[config.mk]
export PLATFORM = sky130hd
export DESIGN_NAME = ism_top
export DESIGN_NICKNAME = d
export VERILOG_FILES = /design/src/ism_pkg.sv /design/src/ism_pin_sync.sv /design/src/ism_top.sv
export VERILOG_INCLUDE_DIRS = /design/src /design/src/src
export SDC_FILE = /design/constraint.sdc
export NUM_CORES = 1
export LEC_CHECK = 0
export BUFFER_PORTS_ARGS = -buffer_cell sky130_fd_sc_hd__buf_4
export CAP_MARGIN = 20
export CORE_ASPECT_RATIO = 1.1
export CORE_MARGIN = 5
export CORE_UTILIZATION = 58
export CTS_CLUSTER_DIAMETER = 40
export DETAILED_ROUTE_END_ITERATION = 10
export GPL_TIMING_DRIVEN = 0
export PLACE_DENSITY = 0.8
export RECOVER_POWER = 25
export SYNTH_ARGS = -nofsm -noshare
export SYNTH_HDL_FRONTEND = slang
export SYNTH_SLANG_ARGS = --single-unit
[constraint.sdc]
create_clock -name clk -period 2.01 [get_ports clk]
set_input_delay 0.1005 -clock clk [delete_from_list [all_inputs] [get_ports clk]]
set_output_delay 0.1005 -clock clk [all_outputs]
set_load 0.01 [all_outputs]
[src/ism_consts.svh]
// Offsets, field positions, reset values and codes of the input switch mapping block.
`ifndef ISM_CONSTS_SVH
`define ISM_CONSTS_SVH
// =====================================================================
// Register offsets (byte addresses on the plain register port).
`define ISM_ADDR_W 8
`define ISM_OFF_POLARITY 8'h36
`define ISM_OFF_KILL 8'h5D
`define ISM_OFF_FWD 8'h5F
`define ISM_OFF_REV 8'h60
// Per-pin function bytes, one per pin, at their own offsets.
`define ISM_OFF_FUNC_BUS_CLK 8'h3B
`define ISM_OFF_FUNC_BUS_DATA 8'h3C
`define ISM_OFF_FUNC_TX 8'h3D
`define ISM_OFF_FUNC_RX 8'h3E
`define ISM_OFF_FUNC_PULSE 8'h3F
// Live switch status, read only.
`define ISM_OFF_STATUS 8'h70
// =====================================================================
// Field layout.
`define ISM_NPINS 5
`define ISM_PIN_MASK 8'h1F
`define ISM_FUNC_LSB 0
`define ISM_FUNC_W 4
`define ISM_RESET_BYTE 8'h00
// Function codes that make a pin a switch.
`define ISM_FUNC_KILL 4'h7
`define ISM_FUNC_FWD 4'h8
`define ISM_FUNC_REV 4'h9
`endif

[src/ism_pkg.sv]
// Types shared by the input switch mapping block.
package ism_pkg;
  // Pin index, bit order shared by every map byte.
  typedef enum logic [2:0] {
    ISM_PIN_BUS_CLK = 3'h0,
    ISM_PIN_BUS_DATA = 3'h1,
    ISM_PIN_TX = 3'h2,
    ISM_PIN_RX = 3'h3,
    ISM_PIN_PULSE = 3'h4
  } ism_pin_t;
  // Role of a pin as seen by this block.
  typedef enum logic [3:0] {
    ISM_ROLE_NONE = 4'b0001,
    ISM_ROLE_KILL = 4'b0010,
    ISM_ROLE_FWD = 4'b0100,
    ISM_ROLE_REV = 4'b1000
  } ism_role_t;
endpackage

[src/ism_pin_sync.sv]
// Two-stage synchroniser for the five switch pins.
`timescale 1ns/1ps
`include "ism_consts.svh"
module ism_pin_sync (
  // Clock and reset.
  input wire logic clk,
  input wire logic rst,
  // Raw pins and synchronised copy.
  input wire logic [`ISM_NPINS-1:0] pins_async,
  output logic [`ISM_NPINS-1:0] pins_sync
);
  // =====================================================================
  // Synchroniser stages
  // First stage is read only by the second stage, to contain metastability.
  logic [`ISM_NPINS-1:0] stage1_r;
  always_ff @(posedge clk) begin
    if (rst) begin
      stage1_r <= '0;
      pins_sync <= '0;
    end else begin
      stage1_r <= pins_async;
      pins_sync <= stage1_r;
    end
  end
endmodule

[src/ism_top.sv]
// Input switch mapping: polarity, role maps and switch status for five pins.
//
// Design decision made here: the strobed register port.
`timescale 1ns/1ps
`include "ism_consts.svh"
module ism_top (
  // Clock and reset.
  input wire logic clk,
  input wire logic rst,
  // Register port.
  input wire logic [`ISM_ADDR_W-1:0] reg_addr,
  input wire logic [7:0] reg_wdata,
  input wire logic reg_wr,
  input wire logic reg_rd,
  output logic [7:0] reg_rdata,
  // Switch pins, from outside the clock domain.
  input wire logic [`ISM_NPINS-1:0] switch_pins,
  // Switch status, registered.
  output logic kill_active,
  output logic fwd_limit_active,
  output logic rev_limit_active,
  output logic [`ISM_NPINS-1:0] pin_switch_active
);
  // =====================================================================
  // Storage
  logic [`ISM_NPINS-1:0] polarity_r; // Active-high select per pin.
  logic [`ISM_NPINS-1:0] kill_map_r; // Kill switch map.
  logic [`ISM_NPINS-1:0] fwd_map_r; // Forward limit map.
  logic [`ISM_NPINS-1:0] rev_map_r; // Reverse limit map.
  logic [`ISM_FUNC_W-1:0] func_r [`ISM_NPINS]; // Function field per pin.
  logic [`ISM_NPINS-1:0] pins_sync; // Synchronised pin levels.
  logic [`ISM_NPINS-1:0] active_nxt; // Polarity-corrected switch levels.
  logic [`ISM_NPINS-1:0] kill_nxt;
  logic [`ISM_NPINS-1:0] fwd_nxt;
  logic [`ISM_NPINS-1:0] rev_nxt;

  // Maps a function-byte offset to its pin, or 7 when no pin matches.
  function automatic logic [2:0] func_pin(input logic [`ISM_ADDR_W-1:0] a);
    case (a)
      `ISM_OFF_FUNC_BUS_CLK: func_pin = ism_pkg::ISM_PIN_BUS_CLK;
      `ISM_OFF_FUNC_BUS_DATA: func_pin = ism_pkg::ISM_PIN_BUS_DATA;
      `ISM_OFF_FUNC_TX: func_pin = ism_pkg::ISM_PIN_TX;
      `ISM_OFF_FUNC_RX: func_pin = ism_pkg::ISM_PIN_RX;
      `ISM_OFF_FUNC_PULSE: func_pin = ism_pkg::ISM_PIN_PULSE;
      default: func_pin = 3'h7;
    endcase
  endfunction

  // Decodes a function code into the switch role it selects.
  function automatic ism_pkg::ism_role_t role_of(input logic [`ISM_FUNC_W-1:0] f);
    case (f)
      `ISM_FUNC_KILL: role_of = ism_pkg::ISM_ROLE_KILL;
      `ISM_FUNC_FWD: role_of = ism_pkg::ISM_ROLE_FWD;
      `ISM_FUNC_REV: role_of = ism_pkg::ISM_ROLE_REV;
      default: role_of = ism_pkg::ISM_ROLE_NONE;
    endcase
  endfunction

  // =====================================================================
  // Pin synchroniser
  ism_pin_sync u_sync (
    .clk(clk),
    .rst(rst),
    .pins_async(switch_pins),
    .pins_sync(pins_sync)
  );

  // =====================================================================
  // Polarity register
  // Upper bits are not stored, so they read back as zero whatever is written.
  always_ff @(posedge clk) begin
    if (rst) begin
      polarity_r <= 5'(`ISM_RESET_BYTE);
    end else if (reg_wr && reg_addr == `ISM_OFF_POLARITY) begin
      polarity_r <= reg_wdata[`ISM_NPINS-1:0];
    end
  end

  // =====================================================================
  // Function fields and role maps
  // Writing a function byte also updates the three maps for that pin, so the
  // maps follow the functions without software keeping them in step.
  // A direct map write still wins for its own byte, for software that
  // loads the redundant bytes itself.
  always_ff @(posedge clk) begin
    if (rst) begin
      kill_map_r <= 5'(`ISM_RESET_BYTE);
      fwd_map_r <= 5'(`ISM_RESET_BYTE);
      rev_map_r <= 5'(`ISM_RESET_BYTE);
      for (int i = 0; i < `ISM_NPINS; i++) begin
        func_r[i] <= '0;
      end
    end else if (reg_wr) begin
      if (func_pin(reg_addr) != 3'h7) begin
        // Keep each map bit in agreement with the selected function.
        func_r[func_pin(reg_addr)] <= reg_wdata[`ISM_FUNC_W-1:0];
        kill_map_r[func_pin(reg_addr)] <=
          (role_of(reg_wdata[`ISM_FUNC_W-1:0]) == ism_pkg::ISM_ROLE_KILL);
        fwd_map_r[func_pin(reg_addr)] <=
          (role_of(reg_wdata[`ISM_FUNC_W-1:0]) == ism_pkg::ISM_ROLE_FWD);
        rev_map_r[func_pin(reg_addr)] <=
          (role_of(reg_wdata[`ISM_FUNC_W-1:0]) == ism_pkg::ISM_ROLE_REV);
      end else if (reg_addr == `ISM_OFF_KILL) begin
        kill_map_r <= reg_wdata[`ISM_NPINS-1:0];
      end else if (reg_addr == `ISM_OFF_FWD) begin
        fwd_map_r <= reg_wdata[`ISM_NPINS-1:0];
      end else if (reg_addr == `ISM_OFF_REV) begin
        rev_map_r <= reg_wdata[`ISM_NPINS-1:0];
      end
    end
  end

  // =====================================================================
  // Switch sensing
  // A pin counts as active only when mapped to a switch role; other uses of
  // the pin see the raw level, untouched by the polarity bit.
  always_comb begin
    for (int i = 0; i < `ISM_NPINS; i++) begin
      // Polarity 1 passes the level, polarity 0 inverts it.
      active_nxt[i] = (kill_map_r[i] | fwd_map_r[i] | rev_map_r[i]) &
                      (polarity_r[i] ? pins_sync[i] : ~pins_sync[i]);
    end
    kill_nxt = active_nxt & kill_map_r;
    fwd_nxt = active_nxt & fwd_map_r;
    rev_nxt = active_nxt & rev_map_r;
  end

  // =====================================================================
  // Status outputs
  // Registered so the outputs come straight from flip-flops; adds one cycle.
  always_ff @(posedge clk) begin
    if (rst) begin
      kill_active <= 1'b0;
      fwd_limit_active <= 1'b0;
      rev_limit_active <= 1'b0;
      pin_switch_active <= '0;
    end else begin
      kill_active <= |kill_nxt;
      fwd_limit_active <= |fwd_nxt;
      rev_limit_active <= |rev_nxt;
      pin_switch_active <= active_nxt;
    end
  end

  // =====================================================================
  // Read port
  // Data stand one cycle after the strobe and only then; zero otherwise.
  always_ff @(posedge clk) begin
    if (rst) begin
      reg_rdata <= 8'h00;
    end else if (reg_rd) begin
      case (reg_addr)
        `ISM_OFF_POLARITY: reg_rdata <= {3'h0, polarity_r};
        `ISM_OFF_KILL: reg_rdata <= {3'h0, kill_map_r};
        `ISM_OFF_FWD: reg_rdata <= {3'h0, fwd_map_r};
        `ISM_OFF_REV: reg_rdata <= {3'h0, rev_map_r};
        `ISM_OFF_STATUS: reg_rdata <= {3'h0, active_nxt};
        `ISM_OFF_FUNC_BUS_CLK: reg_rdata <= {4'h0, func_r[0]};
        `ISM_OFF_FUNC_BUS_DATA: reg_rdata <= {4'h0, func_r[1]};
        `ISM_OFF_FUNC_TX: reg_rdata <= {4'h0, func_r[2]};
        `ISM_OFF_FUNC_RX: reg_rdata <= {4'h0, func_r[3]};
        `ISM_OFF_FUNC_PULSE: reg_rdata <= {4'h0, func_r[4]};
        default: reg_rdata <= 8'h00;
      endcase
    end else begin
      reg_rdata <= 8'h00;
    end
  end
endmodule

# Word level (Yosys, flattened, before mapping)

Memories as Yosys holds them, arrays and structs flattened.
Index checks and enable logic that the tools add are counted.

Latch bits: 0
Memories kept: 1
Output and inout bits: 16
Bits of input ports: 25
Bits in writable memories: 20
Bits in registers: 46
Word-level logic and storage cells: 109
Bits in read-only memories: 0

Equality and inequality tests: 19
Reductions and logical operators: 13
Multiply operators: 0
Bitwise logic cells: 24
Add/sub/neg operators: 0
Div/mod/pow operators: 0
Shifts and indexed selects: 0
Multiplexer cells: 39
Magnitude comparators: 2

Memory list:

| memory | words | width | rd ports | clocked after memory_dff | write ports | RTL line      | source |
|---|---|---|---|---|---|---|---|
| func_r | 5     | 4     | 5        | 0                        | 5           | ism_top.sv:30 | `` logic [`ISM_FUNC_W-1:0] func_r [`ISM_NPINS]; `` |

Operator list:

| kind                 | count |
|---|---|
| $pmux W5 S10         | 1 |
| $eq A8 B6 Y1 const B | 6 |
| $mux W5              | 9 |
| $eq A8 B7 Y1 const B | 4 |
| $mux W3              | 6 |
| $mux W4              | 4 |
| $and A5 B5 Y5        | 3 |
| $bwmux W5            | 3 |
| $pmux W3 S5          | 1 |
| $reduce_or A5 Y1     | 3 |
| $mux W1              | 13 |
| $eq A4 B4 Y1 const B | 3 |
| $pmux W4 S3          | 1 |
| $or A1 B1 Y1         | 10 |
| $eq A4 B3 Y1 const B | 2 |
| $not A1 Y1           | 6 |
| $reduce_bool A2 Y1   | 3 |
| $and A1 B1 Y1        | 5 |
| $eq A4 B2 Y1 const B | 1 |
| $lt A3 B4 Y1 const B | 1 |
| $ne A2 B2 Y1 const B | 2 |
| $reduce_and A4 Y1    | 1 |
| $reduce_or A4 Y1     | 1 |
| $demux W1 S3         | 1 |
| 6 further kinds      | 7 |

# Longest topological paths before layout

Gate-level depths: netlist of the first run.

Word-level depth: 14
Depth in mapped cells: 8
Depth with buffers taken out: 5

# Modules after synthesis

Synthesis of the first run repeated with hierarchy kept, for this count alone.

Cells, all modules: 345
Area total of the unflattened synthesis: 3,295.7 sq um

Modules (own cells, without submodules):

| module       | cells an instance | area an instance (sq um) | instances | sequential area each (sq um) |
|---|---|---|---|---|
| ism_top      | 325               | 3,032.9                  | 1         | 1,261.2 |
| ism_pin_sync | 20                | 262.8                    | 1         | 200.2 |

# Worst setup path after synthesis of the first run

OpenSTA, ideal clock, no wires.

Path type: input port to flip-flop
Start: input port reg_addr[1]
End: memory func_r[3][0] in the netlist's numbering, enable pin
Arrival time: 1,327 ps
Buffers on the path: 2
Stages on the path: 5
Data required time: 1,713 ps
Library setup time: 297 ps
Slack: 386 ps
Cell sequence: buf_2 > clkbuf_1 > or4b_1 > nor2_1 > or2_2

RTL lines:

| what               | RTL line      | source |
|---|---|---|
| start: declaration | ism_top.sv:11 | `` input wire logic [`ISM_ADDR_W-1:0] reg_addr, `` |
| end: declaration   | ism_top.sv:30 |  |

# Final worst setup path of the first run

Start: register polarity_r[0]
End: register reg_rdata[0]

Word-level cells in the longest chain between the ends: 3

RTL lines:

| what                     | RTL line       | source |
|---|---|---|
| start: declaration       | ism_top.sv:26  | `` logic [`ISM_NPINS-1:0] polarity_r; `` |
| start signal: assignment | ism_top.sv:73  | `` polarity_r <= 5'(`ISM_RESET_BYTE); `` |
| start signal: assignment | ism_top.sv:75  | `` polarity_r <= reg_wdata[`ISM_NPINS-1:0]; `` |
| $mux W1                  | ism_top.sv:121 | `(polarity_r[i] ? pins_sync[i] : ~pins_sync[i]);` |
| $and A1 B1 Y1            | ism_top.sv:120 | `active_nxt[i] = (kill_map_r[i] \| fwd_map_r[i] \| rev_map_r[i]) &` |
| $pmux W5 S10 *           | ism_top.sv:152 | `case (reg_addr)` |
| end signal: assignment   | ism_top.sv:153 | `` `ISM_OFF_POLARITY: reg_rdata <= {3'h0, polarity_r}; `` |
| end signal: assignment   | ism_top.sv:154 | `` `ISM_OFF_KILL: reg_rdata <= {3'h0, kill_map_r}; `` |
| end signal: assignment   | ism_top.sv:155 | `` `ISM_OFF_FWD: reg_rdata <= {3'h0, fwd_map_r}; `` |
| end: declaration         | ism_top.sv:15  | `output logic [7:0] reg_rdata,` |

Every way passes the cells marked *; elsewhere a longest branch is shown, timed or not.
A chain may end at the register's enable or synchronous reset.

==> results.yml, run 1 <==
critical_path:
  worstSetupPathType: "flip-flop to flip-flop"
  critPathArrivalTime_ps: 1950
  worstSetupEndpointType: "flip-flop"
  cp-start-kind: "flip-flop"
  cp_data_required_time_ps: 2230
  crit_fanout: 6
logic_synthesis:
  synth_edf_count: 20
  ys.warnings.count: 0
  synth_seq_cells: 63
  synthArstFlopShare: 0
  syn_avg_cell_area_um2: 9.29
  syn-cell-area_um2: 3210
  yosysSeqAreaShare: 0.456
  synth_cell_types: 57
  syn_inst: 345
  ys.flop_type: "dfxtp_1"
cells_and_area:
  drive_gt1_frac: 0.163
  final_common_cell: "dfxtp_1"
  finalCoreUtilization: 0.698
  nets: 419
  fillers: 446
  areaGrowthSynthToFinish_pct: 16.7
  regArea_um2: 1460
  antennaDiodeCount: 0
  multi_input_area_um2: 1590
  layout_common_cells: "43 x dfxtp_1, 27 x clkbuf_1, 24 x nor2_1, 24 x a21oi_1"
grt:
  grt_pass1_wl_um: 15300
  grt_util_met1: 0.403
  gr-total-overflow: 0
  grt.total_usage: 0.290
  use_met2: 0.438
  grt_use_met3: 0.0545
  busiest_layer: "met2"
  antenna_found_initial: 0
  grt_pass1_vias: 2878
  grt_max_degree: 13
sta:
  hold_viol: 0
  period_needed_ps: 1730
  rsz0062_at_grt: "no"
  finalClockSkew_ps: 12.7
  tns_ps: 0
  finalSetupViolCount: 0
  max_slew_margin: 0.271
  fmax_mhz: 578
  finalCritPeriodShare: 0.861
  slew_viol_final: 0
  layout_setup_ws_ps: 280
  tightest_slew_ps: 1080
clocking:
  htreeDepth: 3
  cts_made_buffers: 9
  cts.path.max_buffers: 2
  postCtsSetupBuffers: 0
  path_clk_slew_ps: 80
  cts_root_buffer: "clkbuf_8"
  cts_tree: "done"
  cts.sinks: 63
  clock_latency_ps: 350
status:
  outcome: "completed"
placed_design:
  place_hpwl_um: 7030
  pre_cts_slack_ps: -109
  numPortBuffers: 30
  place.gp.congestion: 0.962
drt:
  num_vias: 3104
  dr.pass1.iters: 6
  routed_wl_um: 9830
  ant_nets: 0
  viasPerCell: 6.55
  post-route-drc-count: 0
  wl_per_cell_um: 20.7
  drtIter0Drc: 470
die:
  die-area_um2: 7120
  num_rows: 28
  core-area_um2: 5360
  die_x_um: 80.9
  initial_core_util: 0.598
  die_y_um: 88.0
  ios: 41
pwr:
  powerDensity_nw_per_um2: 743
  peakVddDrop_mv: 0.648
  leakagePower_nw: 1.28
hold_path:
  worstHoldPathType: "input pin to flip-flop"
flow_run:
  cap_violations: 0
## kinds of logic after synthesis
| group | synth area share |
|---|---|
| muxes | 0.0172 |
| xor gates and xnor gates | 0.0246 |
| buffers and inverters | 0.0496 |
| AOI/OAI and AO/OA | 0.225 |
| and+or+nand+nor | 0.226 |
| other | 0.00117 |
| DFF | 0.456 |
## power by group
part / internal (mW) / switching (mW)
clock: 0.611 / 0.542
sequential: 1.35 / 0.0162
combinational: 0.100 / 0.164
## Yosys cell counts (2+ instances only)
cell / count / area [µm²]
dfxtp_1: 43 / 861
a21oi_1: 24 / 120
nor2_1: 24 / 90.1
nand2_1: 23 / 86.3
edfxtp_1: 20 / 601
and2_1: 16 / 100
clkbuf_1: 14 / 52.6
nor2b_1: 14 / 87.6
nor3_1: 14 / 70.1
a31oi_1: 13 / 81.3
o21ai_0: 11 / 55.1
a311oi_1: 10 / 87.6
o22ai_1: 9 / 56.3
buf_2: 7 / 35.0
nand3_1: 7 / 35.0
buf_4: 6 / 45.0
inv_1: 6 / 22.5
xnor2_1: 6 / 52.6
a22oi_1: 5 / 37.5
a32oi_1: 5 / 43.8
nor4_1: 5 / 31.3
or2_2: 5 / 31.3
a211oi_1: 4 / 30.0
a22o_1: 4 / 35.0
mux2_2: 4 / 45.0
nand2b_1: 4 / 25.0
a222oi_1: 3 / 30.0
nand4_1: 3 / 18.8
o32ai_1: 3 / 26.3
xor2_1: 3 / 26.3
a41oi_1: 2 / 17.5
and3_1: 2 / 12.5
or3_1: 2 / 12.5
## sequential cells by signal (all words and copies together), names as in the netlist
signal	flops
func_r	20
fwd_map_r	5
kill_map_r	5
pin_switch_active	5
polarity_r	5
reg_rdata	5
rev_map_r	5
u_sync.pins_sync	5
u_sync.stage1_r	5
fwd_limit_active	1
kill_active	1
rev_limit_active	1
## stage by stage
step,cell area (µm²),power (mW),instances,hold slack [ps]
after floorplan,3210,1.54,347,229
after global placement,3530,1.64,452,310
after detailed placement,3530,1.64,452,319
after CTS,3790,2.76,473,28.6
after global routing,3740,2.85,474,48.9
final,3740,2.78,474,29.8
## routing by layer
metal  vias up  share of wire
met5         -              0
met4         0          0.042
met3        45           0.11
met2       219           0.44
met1      1443           0.40
li1       1397              -
## worst max-delay path: stages, from the launching register on
cell and delay [ps]:
dfxtp_1 380, xnor2_1 200, o21ai_0 330, o22ai_1 150, a211oi_1 390, a21oi_1 140
## layout make-up
class,count,share of cell area
Buffer,27,0.0354
Clock buffer,10,0.0368
Clock inverter,6,0.0177
Inverter,7,0.00702
Multi-Input combinational cell,250,0.426
Sequential cell,63,0.391
Tap cell,75,0.0251
Timing Repair Buffer,36,0.0619
## worst paths after layout
path	start	endpoint	slack, ps	depth (start not counted)
max	polarity_r[0]	reg_rdata[0]	280	5
min	reg_wdata[3]	polarity_r[3]	30	3
max reg2reg	polarity_r[0]	reg_rdata[0]	280	5
min reg2reg	u_sync.stage1_r[1]	u_sync.pins_sync[1]	440	1
## timing repair
| action | in CTS | in global routing |
|---|---|---|
| hold endpoints to repair | 5 | 0 |
| hold buffers | 5 | 0 |
| gates resized for setup | 0 | 0 |
(Power assumes the default switching activity.)
==> inputs of run 2 (changes only) <==
Settings changed: CORE_UTILIZATION 58 to 50, GPL_TIMING_DRIVEN 0 to default, PLACE_DENSITY 0.8 to 0.7.
Clock period 2.01 ns to 1.7 ns, I/O delays scaled along.
==> run 2 against run 1 <==
Clock power is 32% higher. Flip-flop and latch count stayed put. Sequential power grew 18%. Critical path depth stayed put. Critical path type is now input pin to flip-flop. Combinational power rose by 25%. Cell count is 4.9% higher. Cell area grew 7.9%. Utilization down 4.6 points. Clock skew is 2.9 ps lower. Via count down 0.84%. Register-to-register slack lost 150 ps.
==> results.yml, run 2 (synthesis results as in run 1) <==
placed_design:
  place.gp.congestion: 0.966
  place_hpwl_um: 7140
  dp_cells: 474
  numPortBuffers: 34
grt:
  grt_use_met3: 0.0640
  grt_pass1_wl_um: 15300
  grt.total_usage: 0.252
  use_met2: 0.366
  gr-total-overflow: 0
  grt_util_met1: 0.343
  antenna_found_initial: 0
  busiest_layer: "met2"
  grt_max_degree: 23
  grt_pass1_vias: 2890
sta:
  finalCritPeriodShare: 0.966
  rsz0062_at_grt: "yes"
  period_needed_ps: 1640
  slew_viol_final: 0
  hold_viol: 0
  finalClockSkew_ps: 9.83
  tns_ps: 0
  fmax_mhz: 609
  hold_slack_ps: 21.2
  finalSetupViolCount: 0
die:
  initial_core_util: 0.518
  die-area_um2: 8110
  core-area_um2: 6190
  num_rows: 30
  die_x_um: 86.3
  die_y_um: 94.0
  ios: 41
drt:
  post-route-drc-count: 0
  ant_nets: 0
  drtIter0Drc: 378
  wl_per_cell_um: 19.7
  dr.pass1.iters: 6
  num_vias: 3078
  routed_wl_um: 9810
  viasPerCell: 6.19
cells_and_area:
  largest_reg_flops: 20
  antennaDiodeCount: 0
  areaGrowthSynthToFinish_pct: 26.0
  drive_gt1_frac: 0.261
  fin_cells: 497
  top_register: "func_r"
  fillers: 539
  finalCoreUtilization: 0.652
  final_common_cell: "buf_4"
  layout_common_cells: "74 x buf_4, 43 x dfxtp_1, 24 x nor2_1, 24 x a21oi_1, 23 x nand2_1"
  nets: 437
pwr:
  p_comb_frac: 0.096
  pwr-share-clk: 0.439
  powerDensity_nw_per_um2: 858
  leakagePower_nw: 1.50
  p_int_mw: 2.58
  p_switching_uw: 888
  p_total_mw: 3.46
  peakVddDrop_mv: 0.808
  p_seq_frac: 0.465
  p_sw_frac: 0.256
clocking:
  cts.path.max_buffers: 2
  htreeDepth: 3
  cts_made_buffers: 9
  path_clk_slew_ps: 80
  cts_tree: "done"
  cts_root_buffer: "clkbuf_8"
  clock_latency_ps: 350
  postCtsSetupBuffers: 0
  cts.sinks: 63
critical_path:
  cp_data_required_time_ps: 1770
  worstSetupEndpointType: "flip-flop"
  crit_fanout: 11
  worstSetupPathType: "input pin to flip-flop"
  critPathArrivalTime_ps: 1710
  cp-start-kind: "input pin"
flow_run:
  cap_violations: 0
hold_path:
  worstHoldPathType: "input pin to flip-flop"
status:
  outcome: "completed"
==> run 2: changes by cell type in the layout (fill, tap and decap cells not counted), sizes merged <==
| cell | delta |
|---|---|
| buf | +44 |
| clkbuf | -29 |
| dlygate4sd3 | +2 |
| bufinv | +1 |
| clkinvlp | -1 |
| inv | +1 |
==> run 2: critical path, stage by stage <==
cell	delay, ps
dlygate4sd3_1	550
buf_4	160
nand2b_1	340
nor3_1	360
or2_2	220
==> run 2: repair_timing <==
action,CTS,global route
gates resized for setup,0,1
endpoints found under the setup margin,0,5
hold buffers,7,0
hold endpoints to repair,7,0
==> run 2: cell type report <==
class / count / area, µm² / area share
clock inverters: 7 / 103 / 0.0254
inverters: 7 / 26.3 / 0.00651
multi-input cells: 250 / 1600 / 0.396
repair buffers: 81 / 626 / 0.155
well taps: 80 / 100 / 0.0248
clock buffers: 9 / 124 / 0.0307
flip-flops and latches: 63 / 1460 / 0.362
==> run 2: power groups by stage <==
stage	Clock (mW)	Combinational [mW]	Sequential (mW)
after CTS	1.53	0.326	1.61
after global placement	0	0.308	1.64
after floorplan	0	0.187	1.64
after global routing	1.60	0.357	1.62
final	1.52	0.331	1.61
after detailed placement	0	0.312	1.65
==> run 2: worst paths after layout <==
| kind | startpoint | slack, ps | endpoint | cells past startpoint |
|---|---|---|---|---|
| hold / removal | reg_wdata[4] | 20 | polarity_r[4] | 3 |
| setup / recovery | rst | 60 | func_r[2][2] | 5 |
| hold reg to reg | u_sync.stage1_r[1] | 440 | u_sync.pins_sync[1] | 1 |
| setup reg to reg | polarity_r[3] | 130 | reg_rdata[3] | 4 |
==> run 2: per-stage QoR <==
stage | setup slack, ps | area [µm²]
after floorplan | 91.2 | 3210
after global placement | 11.3 | 3740
after detailed placement | 1.98 | 3740
after CTS | 61.2 | 4030
after global routing | -22.5 | 4040
final | 57.6 | 4040
==> run 2: routing by layer <==
layer,wire (µm),vias up
met1,4140,1444
met3,929,39
met4,454,0
met2,4290,165
met5,0,-
li1,-,1430
